<file path="config.mk">
export PLATFORM = sky130hd
export DESIGN_NAME = pin_function_config_one
export DESIGN_NICKNAME = d
export VERILOG_FILES = /design/src/hw/pin_cfg_pkg.sv /design/src/hw/pin_function_decode.sv /design/src/hw/pin_function_config_one.sv
export VERILOG_INCLUDE_DIRS = /design/src /design/src/hw
export SDC_FILE = /design/constraint.sdc
export NUM_CORES = 1
export LEC_CHECK = 0
export BUFFER_PORTS_ARGS = -buffer_cell sky130_fd_sc_hd__buf_2
export CAP_MARGIN = 10
export CORE_UTILIZATION = 51
export DETAILED_ROUTE_END_ITERATION = 12
export PLACE_DENSITY = 0.79
export SLEW_MARGIN = 0
export SYNTH_ARGS = -nofsm -noshare
export SYNTH_HDL_FRONTEND = slang
export SYNTH_SLANG_ARGS = --single-unit
</file>
<file path="constraint.sdc">
create_clock -name sys_clk -period 2.1 [get_ports sys_clk]
set_input_delay 0.21 -clock sys_clk [delete_from_list [all_inputs] [get_ports sys_clk]]
set_output_delay 0.21 -clock sys_clk [all_outputs]
set_load 0.005 [all_outputs]
</file>
<file path="src/hw/pin_function_config_one_regs.svh">
// Register offsets, field positions and reset values of the pin function block.
// Assumes inclusion by bare name from the block's design files.
`ifndef PIN_FUNCTION_CONFIG_ONE_REGS_SVH
`define PIN_FUNCTION_CONFIG_ONE_REGS_SVH

`define ADDR_W        12
`define CFG1_IDX      10'h00e
`define CFG1_ADDR     {`CFG1_IDX, 2'b00}
`define EXT_ADDR      12'h040
`define STS_ADDR      12'h044
`define MASK_ADDR     12'h048
`define PIN_IN_ADDR   12'h04c
`define CFG1_RST      8'h00
`define EXT_RST       18'h00000
`define STS_RST       2'h0
`define FAULT_EN_BIT  7
`define SER_EN_BIT    6
`define PIN2_LSB      3
`define PIN1_LSB      0
`define FIELD_W       3
`define EXT_W         18
`define STS_W         2
`define EV_FAULT_SET  0
`define EV_FAULT_CLR  1
`define SER_SEL_PIN   3
`define SER_CLK_PIN   4
`define SER_DO_PIN    5
`define SER_DI_PIN    6
`define FAULT_PIN     7

`endif

</file>
<file path="src/hw/pin_cfg_pkg.sv">
// Types shared by the pin function block.
// Assumes nothing of its surroundings.
package pin_cfg_pkg;

    typedef enum logic [2:0] {
        FUNC_OFF       = 3'h0,
        FUNC_ADC_TEMP  = 3'h1,
        FUNC_ADC       = 3'h2,
        FUNC_DIN       = 3'h3,
        FUNC_OUT_HIGH  = 3'h4,
        FUNC_OUT_LOW   = 3'h5,
        FUNC_ADC_PU    = 3'h6,
        FUNC_ADC_PD    = 3'h7
    } pin_func_e;

    typedef struct packed {
        logic drive_en;
        logic drive_val;
        logic pull_up;
        logic pull_down;
        logic adc_en;
        logic temp_cmp_en;
        logic din_en;
    } pin_ctrl_s;

endpackage

</file>
<file path="src/hw/pin_function_decode.sv">
// Decodes one 3-bit pin function field into pin controls.
// Assumes the caller applies any override.
`timescale 1ns/100ps
`default_nettype none
module pin_function_decode
    import pin_cfg_pkg::*;
(
    // Field in, controls out
    input  wire logic [2:0] field,
    output pin_ctrl_s       ctrl
);

    function automatic pin_ctrl_s decode_func(input logic [2:0] f);
        pin_ctrl_s c;
        c = '0;
        case (pin_func_e'(f))
            FUNC_OFF:      c = '0;
            FUNC_ADC_TEMP:
            begin
                c.adc_en      = 1'b1;
                c.temp_cmp_en = 1'b1;
            end
            FUNC_ADC:      c.adc_en = 1'b1;
            FUNC_DIN:      c.din_en = 1'b1;
            FUNC_OUT_HIGH:
            begin
                c.drive_en  = 1'b1;
                c.drive_val = 1'b1;
            end
            FUNC_OUT_LOW:  c.drive_en = 1'b1;
            FUNC_ADC_PU:
            begin
                c.adc_en  = 1'b1;
                c.pull_up = 1'b1;
            end
            FUNC_ADC_PD:
            begin
                c.adc_en    = 1'b1;
                c.pull_down = 1'b1;
            end
            default:       c = '0;
        endcase
        return c;
    endfunction

    always_comb
    begin
        ctrl = decode_func(field);
    end

endmodule
`default_nettype wire

</file>
<file path="src/hw/pin_function_config_one.sv">
// Pin function configuration block: APB registers, pin control, fault routing.
// Assumes an APB master on sys_clk and pin pads outside that resolve enables.
`timescale 1ns/100ps
`default_nettype none
`include "pin_function_config_one_regs.svh"
module pin_function_config_one
    import pin_cfg_pkg::*;
#(
    parameter int NPINS = 8
)
(
    // Clock and reset
    input  wire logic                 sys_clk,
    input  wire logic                 sys_rst,
    // APB slave
    input  wire logic [`ADDR_W-1:0]   paddr,
    input  wire logic                 psel,
    input  wire logic                 penable,
    input  wire logic                 pwrite,
    input  wire logic [31:0]          pwdata,
    output logic      [31:0]          prdata,
    output logic                      pready,
    output logic                      pslverr,
    // Pins 1..8, index 0 is pin 1
    input  wire logic [NPINS-1:0]     pin_in,
    output logic      [NPINS-1:0]     pin_out,
    output logic      [NPINS-1:0]     pin_oe_n,
    output logic      [NPINS-1:0]     pin_pull_up,
    output logic      [NPINS-1:0]     pin_pull_down,
    output logic      [NPINS-1:0]     pin_adc_en,
    output logic      [NPINS-1:0]     pin_temp_cmp_en,
    output logic      [NPINS-1:0]     pin_din_en,
    // Serial controller side
    input  wire logic                 ser_select,
    input  wire logic                 ser_clk,
    input  wire logic                 ser_dout,
    output logic                      ser_din,
    output logic                      ser_enable,
    // Fault and interrupt
    output logic                      fault_alarm_output_n,
    output logic                      irq
);

    ////////////////////////////////////////////////////////////////////////////////
    // Registers
    logic [7:0]              cfg_reg;
    logic [`EXT_W-1:0]       ext_reg;
    logic [`STS_W-1:0]       sts_reg;
    logic [`STS_W-1:0]       sts_next;
    logic [`STS_W-1:0]       mask_reg;
    logic [NPINS-1:0]        s1_reg;
    logic [NPINS-1:0]        s2_reg;
    logic [NPINS-1:0]        s3_reg;
    logic [NPINS-1:0]        filt_reg;
    logic                    alarm_reg;
    logic [31:0]             rd_data;
    logic                    rd_hit;
    logic                    wr_done;
    logic                    alarm_next;
    logic [NPINS*3-1:0]      fields;
    pin_ctrl_s               dec   [NPINS];
    pin_ctrl_s               final_ctrl [NPINS];

    assign wr_done = psel && penable && pready && pwrite;
    assign fields  = {ext_reg, cfg_reg[`PIN2_LSB +: `FIELD_W], cfg_reg[`PIN1_LSB +: `FIELD_W]};

    ////////////////////////////////////////////////////////////////////////////////
    // APB slave: answer in the first access cycle
    always_ff @(posedge sys_clk)
    begin
        if (sys_rst)
        begin
            pready  <= 1'b0;
            pslverr <= 1'b0;
            prdata  <= 32'h0;
        end
        else
        begin
            pready  <= psel && !penable;
            pslverr <= psel && !penable && !rd_hit;
            if (psel && !penable)
            begin
                prdata <= pwrite ? 32'h0 : rd_data;
            end
        end
    end

    always_comb
    begin
        rd_hit  = 1'b1;
        rd_data = 32'h0;
        case (paddr)
            `CFG1_ADDR:   rd_data = {24'h0, cfg_reg};
            `EXT_ADDR:    rd_data = {{(32-`EXT_W){1'b0}}, ext_reg};
            `STS_ADDR:    rd_data = {{(32-`STS_W){1'b0}}, sts_reg};
            `MASK_ADDR:   rd_data = {{(32-`STS_W){1'b0}}, mask_reg};
            `PIN_IN_ADDR: rd_data = {{(32-NPINS){1'b0}}, filt_reg};
            default:      rd_hit  = 1'b0;
        endcase
    end

    always_ff @(posedge sys_clk)
    begin
        if (sys_rst)
        begin
            cfg_reg  <= `CFG1_RST;
            ext_reg  <= `EXT_RST;
            mask_reg <= `STS_RST;
        end
        else if (wr_done)
        begin
            case (paddr)
                `CFG1_ADDR: cfg_reg  <= pwdata[7:0];
                `EXT_ADDR:  ext_reg  <= pwdata[`EXT_W-1:0];
                `MASK_ADDR: mask_reg <= pwdata[`STS_W-1:0];
                default:    cfg_reg  <= cfg_reg;
            endcase
        end
    end

    ////////////////////////////////////////////////////////////////////////////////
    // Pin input synchronisers; value accepted once stages two and three agree
    always_ff @(posedge sys_clk)
    begin
        if (sys_rst)
        begin
            s1_reg   <= '1;
            s2_reg   <= '1;
            s3_reg   <= '1;
            filt_reg <= '1;
        end
        else
        begin
            s1_reg <= pin_in;
            s2_reg <= s1_reg;
            s3_reg <= s2_reg;
            for (int i = 0; i < NPINS; i++)
            begin
                if (s2_reg[i] == s3_reg[i])
                begin
                    filt_reg[i] <= s3_reg[i];
                end
            end
        end
    end

    ////////////////////////////////////////////////////////////////////////////////
    // Field decode and overrides
    for (genvar g = 0; g < NPINS; g++)
    begin : g_dec
        pin_function_decode u_dec (
            .field (fields[g*3 +: 3]),
            .ctrl  (dec[g])
        );
    end

    always_comb
    begin
        for (int i = 0; i < NPINS; i++)
        begin
            final_ctrl[i] = dec[i];
        end
        if (cfg_reg[`SER_EN_BIT])
        begin
            final_ctrl[`SER_SEL_PIN]           = '0;
            final_ctrl[`SER_SEL_PIN].drive_en  = 1'b1;
            final_ctrl[`SER_SEL_PIN].drive_val = ser_select;
            final_ctrl[`SER_CLK_PIN]           = '0;
            final_ctrl[`SER_CLK_PIN].drive_en  = 1'b1;
            final_ctrl[`SER_CLK_PIN].drive_val = ser_clk;
            final_ctrl[`SER_DO_PIN]            = '0;
            final_ctrl[`SER_DO_PIN].drive_en   = 1'b1;
            final_ctrl[`SER_DO_PIN].drive_val  = ser_dout;
            final_ctrl[`SER_DI_PIN]            = '0;
            final_ctrl[`SER_DI_PIN].din_en     = 1'b1;
        end
        if (cfg_reg[`FAULT_EN_BIT])
        begin
            final_ctrl[`FAULT_PIN]        = '0;
            final_ctrl[`FAULT_PIN].din_en = 1'b1;
        end
    end

    // Pin controls registered: visible the cycle after the field changes
    always_ff @(posedge sys_clk)
    begin
        if (sys_rst)
        begin
            pin_out         <= '0;
            pin_oe_n        <= '1;
            pin_pull_up     <= '0;
            pin_pull_down   <= '0;
            pin_adc_en      <= '0;
            pin_temp_cmp_en <= '0;
            pin_din_en      <= '0;
        end
        else
        begin
            for (int i = 0; i < NPINS; i++)
            begin
                pin_out[i]         <= final_ctrl[i].drive_val;
                pin_oe_n[i]        <= !final_ctrl[i].drive_en;
                pin_pull_up[i]     <= final_ctrl[i].pull_up;
                pin_pull_down[i]   <= final_ctrl[i].pull_down;
                pin_adc_en[i]      <= final_ctrl[i].adc_en;
                pin_temp_cmp_en[i] <= final_ctrl[i].temp_cmp_en;
                pin_din_en[i]      <= final_ctrl[i].din_en;
            end
        end
    end

    ////////////////////////////////////////////////////////////////////////////////
    // Serial controller enable and receive data
    always_ff @(posedge sys_clk)
    begin
        if (sys_rst)
        begin
            ser_enable <= 1'b0;
            ser_din    <= 1'b0;
        end
        else
        begin
            ser_enable <= cfg_reg[`SER_EN_BIT];
            ser_din    <= cfg_reg[`SER_EN_BIT] && filt_reg[`SER_DI_PIN];
        end
    end

    ////////////////////////////////////////////////////////////////////////////////
    // Fault routing, events and interrupt
    assign alarm_next = cfg_reg[`FAULT_EN_BIT] && !filt_reg[`FAULT_PIN];
    always_ff @(posedge sys_clk)
    begin
        if (sys_rst)
        begin
            alarm_reg            <= 1'b0;
            fault_alarm_output_n <= 1'b1;
        end
        else
        begin
            alarm_reg            <= alarm_next;
            fault_alarm_output_n <= !alarm_next;
        end
    end

    always_comb
    begin
        sts_next = sts_reg;
        if (wr_done && paddr == `STS_ADDR)
        begin
            sts_next = sts_reg & ~pwdata[`STS_W-1:0];
        end
        // Set wins over a clear in the same cycle
        sts_next[`EV_FAULT_SET] = sts_next[`EV_FAULT_SET] || (alarm_next && !alarm_reg);
        sts_next[`EV_FAULT_CLR] = sts_next[`EV_FAULT_CLR] || (!alarm_next && alarm_reg);
    end
    always_ff @(posedge sys_clk)
    begin
        if (sys_rst)
        begin
            sts_reg <= `STS_RST;
            irq     <= 1'b0;
        end
        else
        begin
            sts_reg <= sts_next;
            irq     <= |(sts_next & mask_reg);
        end
    end
endmodule
`default_nettype wire

</file>
# --- Yosys cells after proc, flatten, opt, wreduce, memory -nomap -nowiden ---
# Index checks and enable logic that the tools add are counted.
totals:
  ff_bits: 157
  wordCells: 223
classes:
  eq_ne: 69
  mux: 62
  bitwise: 3
  n_reduce_logical: 48
ops:
  columns: ["operator", "count"]
  rows:
  - ["$eq 3x3->1 const B", 32]
  - ["$pmux 18 s5", 1]
  - ["$mux 1", 57]
  - ["$eq 12x7->1 const B", 4]
  - ["$eq 3x2->1 const B", 16]
  - ["$mux 32", 1]
  - ["$reduce_or 4->1", 8]
  - ["$mux 28", 1]
  - ["$eq 3x1->1 const B", 8]
  - ["$reduce_or 2->1", 11]
  - ["$logic_not 1->1", 13]
  - ["$eq 12x6->1 const B", 1]
  - ["$logic_and 1x1->1", 10]
  - ["$eq 1x1->1", 8]
  - ["$mux 7", 1]
  - ["$reduce_and 2->1", 3]
  - ["$reduce_or 5->1", 1]
  - ["$and 2x2->2", 2]
  - ["$logic_or 1x1->1", 2]
  - ["$mux 2", 1]
  - ["$not 2->2", 1]

# --- Longest topological paths before layout ---
depth:
  word_depth: 8
  mapped_depth: 7
  depth_no_buf: 6

# --- Cells and area by module ---
# A second synthesis with hierarchy kept.
unflattened:
  cells_unflattened: 555
  hier_area_um2: 5185.0
modules_own_cells:
  columns: ["module", "n_inst", "cells_each", "area_per_inst_um2", "seq_area_each_um2"]
  rows:
  - ["pin_function_config_one", 1, 475, 4744.6, 2862.7]
  - ["pin_function_decode", 8, 10, 55.1, 0.0]

# --- Worst setup path after synthesis ---
# No wires, ideal clock.
synth_path:
  path_kind: "input-to-reg"
  startpoint: "input port paddr[7]"
  endpoint: "register ext_reg[7]"
  t_arrival_ns: 1.413
  t_required_ns: 1.968
  path_slack_ns: 0.555
  path_stages: 7
  path_cell_list: "nor3_1 nand4_2 or2_1 buf_2 buf_2 nand2_1 a21oi_1"
synth_via:
  elab_chain_len: 2
synth_rtl:
  columns: ["element", "line_no", "text"]
  rows:
  - ["start, declared", "pin_function_config_one.sv:16", "input wire logic [`ADDR_W-1:0] paddr,"]
  - ["$eq 12x7->1", "pin_function_config_one.sv:112", "case (paddr)"]
  - ["$reduce_and 2->1 (no line)", null, null]
  - ["end signal, assigned", "pin_function_config_one.sv:107", "ext_reg <= `EXT_RST;"]
  - ["end signal, assigned", "pin_function_config_one.sv:114", "`EXT_ADDR: ext_reg <= pwdata[`EXT_W-1:0];"]
  - ["end, declared", "pin_function_config_one.sv:47", "logic [`EXT_W-1:0] ext_reg;"]
# No other way between the ends.
# A chain may end at the register's enable or synchronous reset.

# --- Worst setup path in the final report ---
layout_path:
  startpoint: "register pready"
  endpoint: "register irq"
layout_via:
  elab_chain_len: 7
  elab_cells_between_ends: 8
  cone_classes: "mux (1); bitwise (1); reduce/logical (6)"
layout_rtl:
  columns: ["element", "line_no", "text"]
  rows:
  - ["start, declared", "pin_function_config_one.sv:22", "output logic pready,"]
  - ["start signal, assigned", "pin_function_config_one.sv:79", "pready <= psel && !penable;"]
  - ["$logic_and 1x1->1 * (2 in a row)", "pin_function_config_one.sv:64", "assign wr_done = psel && penable && pready && pwrite;"]
  - ["$logic_and 1x1->1 (no line) *", null, null]
  - ["$mux 2 *", "pin_function_config_one.sv:248", "if (wr_done && paddr == `STS_ADDR)"]
  - ["$logic_or 1x1->1 (on tied branches)", "pin_function_config_one.sv:253, pin_function_config_one.sv:254", null]
  - ["$and 2x2->2 *", "pin_function_config_one.sv:266", "irq <= |(sts_next & mask_reg);"]
  - ["$reduce_or 2->1 *", "pin_function_config_one.sv:266", null]
  - ["end signal, assigned", "pin_function_config_one.sv:266", null]
  - ["end, declared", "pin_function_config_one.sv:41", "output logic irq"]
# Mark *: on every way between the ends. The rest lies on a longest branch, timed or not.

==> results.sh <==
export IMPL_rows=36
export IMPL_routed_wl_mm=11.6
export IMPL_synth_edf_count=0
export IMPL_tns_ps=0
export IMPL_synth_most_common_cell="dfxtp_1"
export IMPL_worstSetupPathType="register to register"
export IMPL_finalCritPeriodShare_pct=74.9
export IMPL_dr_pass1_iters=6
export IMPL_cts_resized=0
export IMPL_power_density_nw_per_um2=880
export IMPL_fmax_ghz=0.636
export IMPL_cp_cell_sequence="nand4_1 -> and2b_2 -> nand4b_1 -> o31a_1 -> a22o_1"
export IMPL_stdcell_count=826
export IMPL_cts_tree="built"
export IMPL_fin_nets=740
export IMPL_vias=4231
export IMPL_max_cap_viol_count=0
export IMPL_seq_area_frac_synth_pct=56.3
export IMPL_worst_pin_slew_ps=678
export IMPL_numCtsBuffers=17
export IMPL_grt_overflow_total=0
export IMPL_netlist_top_cell_by_area="dfxtp_1"
export IMPL_num_fill_cells=777
export IMPL_async_flop_share_pct=0
export IMPL_slowest_stage="dfxtp_1"
export IMPL_place_area_um2=5740
export IMPL_area_growth_pct=29.9
export IMPL_worst_hold_path_type="input pin to register"
export IMPL_synth_commonest_cells="dfxtp_1, nor2_1, nand2_1"
export IMPL_vias_per_cell=5.12
export IMPL_cts_max_level=4
export IMPL_clkTransAtPathRegs_ps=70
export IMPL_dp_hpwl_mm=7.71
export IMPL_die_area_um2=10400
export IMPL_holdBufCountCts=29
export IMPL_die_w_um=102
export IMPL_synthTopCellsByArea="dfxtp_1, nor2_1, nand2_1, a21oi_1, or2_2"
export IMPL_yosysWarnings=0
export IMPL_initial_core_util_pct=52.3
export IMPL_cts_buffer_depth=2
export IMPL_arrival_ps=1980
export IMPL_fp_dieH_um=102
export IMPL_power_leakage_nw=2.81
export IMPL_dp_cells=765
export IMPL_cp_required_ps=2510
export IMPL_clock_latency_ps=520
export IMPL_relSlewSlack_pct=54.8
export IMPL_rsz0062_at_grt="no"
export IMPL_cts_sinks=143
export IMPL_crit_buf_inv=0
export IMPL_ios=154
export IMPL_drtIter0Drc=206
export IMPL_ir_worst_vdd_uv=572
export IMPL_skew_ps=10.1
export IMPL_synth_seq_cells=143
export IMPL_antenna_found_initial=0
export IMPL_syn_avg_cell_area_um2=9.67
export IMPL_drive_gt1_share_pct=29.9
export IMPL_ant_nets=0
export IMPL_grt_pass1_wl_mm=18.5
export IMPL_hold_violations=0
export IMPL_grt_use_total_pct=23.4
export IMPL_synthCells=526
export IMPL_wl_per_cell_um=14.1
export IMPL_ctsRootBufferMaster="clkbuf_8"
export IMPL_syn_area_um2=5080
export IMPL_p_sw_share_pct=23.2
export IMPL_grt_max_degree=64
export IMPL_slew_viol_final=0
export IMPL_final_cell_area_um2=6610
export IMPL_status="completed"
export IMPL_gp_congestion=0.844
export IMPL_synth_cell_type_count=52
export IMPL_setup_violations=0
export IMPL_synth_top_area_share_pct=56.3
export IMPL_switchingPower_mw=1.35
export IMPL_p_comb_share_pct=3.5
export IMPL_pwr_share_clk_pct=49.4
export IMPL_seqPwrFrac_pct=47.1
export IMPL_holdWs_ps=60.1
export IMPL_crit_family="simple AND/OR/NAND/NOR gates"
export IMPL_worstPathMaxFanout=4
export IMPL_start_kind="register"
export IMPL_io_buffers=125
export IMPL_post_cts_buffers=0
export IMPL_grt_pass1_vias=4043
export IMPL_slowest_delay_ps=330
export IMPL_n_antenna_cell=0
export IMPL_fin_crit_ps=1570
export IMPL_drcViolationCount=0
export IMPL_crit_path_end_kind="register"
export IMPL_p_int_mw=4.47
export IMPL_synth_flop_cell="dfxtp_1"
export IMPL_fp_coreArea_um2=9730
[cell families (layout without fill, tap and decap cells)]
group           after synthesis  in the layout  share of synthesized area, %
compound gates               86             86                          11.1
xor+xnor                      8              8                          1.38
buf+inv                      47            201                          5.83
mux                           8              8                          1.57
other cells                   1             14                        0.0737
flops                       143            143                          56.3
simple gates                233            233                          23.7
[cells in the final DEF, fill, tap and decap left out, types with 3 or more instances in the layout]
cell type      instances
a21oi_1               37
a221oi_1               3
a22oi_1               16
a32oi_1                4
and3_1                 3
and3b_1                3
and4b_1                4
buf_2                124
buf_4                 10
clkbuf_16             16
conb_1                14
dfxtp_1              143
dlygate4sd3_1         29
inv_1                  5
inv_6                  6
inv_8                  4
mux2i_1                8
nand2_1               60
nand2b_1              11
nand3_1                9
nor2_1                72
nor2b_1                6
nor3_1                11
nor3b_1                4
nor4_1                 4
nor4bb_1               4
o21ai_0                4
o21bai_1              11
or2_2                 28
xor2_1                 6
[cell type report]
class                   instances  area (um^2)  share of cell area (%)
flip-flops and latches        143         2860                    43.3
multi-input cells             349         1970                    29.9
repair buffers                164         1010                    15.2
clock buffers                  17          414                    6.27
well taps                     133          166                    2.52
clock inverters                15          165                    2.50
inverters                       5         18.8                   0.284
[power groups by stage]
| stage | clock network, mW | logic [mW] | registers (mW) |
|---|---|---|---|
| after floorplan | 0 | 0.110 | 2.80 |
| after global placement | 0 | 0.156 | 2.80 |
| after detailed placement | 0 | 0.159 | 2.80 |
| after CTS | 2.91 | 0.202 | 2.74 |
| after global routing | 3.04 | 0.224 | 2.74 |
| final | 2.87 | 0.203 | 2.74 |
[stage by stage]
step	worst slack, ps	total power [mW]	utilization (%)
final	528	5.82	67.9
after global routing	429	6.01	67.9
after CTS	520	5.85	67.9
after detailed placement	259	2.96	59.0
after global placement	259	2.96	59.0
after floorplan	555	2.91	-
[worst paths after layout]
kind | from | end | slack, ps | cells past startpoint
worst max-delay path | pready | irq | 530 | 5
worst min-delay path | sys_rst | pin_din_en[6] | 60 | 2
worst max register to register | pready | irq | 530 | 5
worst min register to register | s1_reg[4] | s2_reg[4] | 410 | 1
[per-layer routing]
metal | GRT usage [%] | vias to the layer above | share of wire, %
li1 | - | 2067 | -
met1 | 27.6 | 1972 | 41
met2 | 39.0 | 160 | 50
met3 | 6.09 | 32 | 6.4
met4 | 13.1 | 0 | 3.0
met5 | 0 | - | 0
Power figures use the tool's default switching activity.
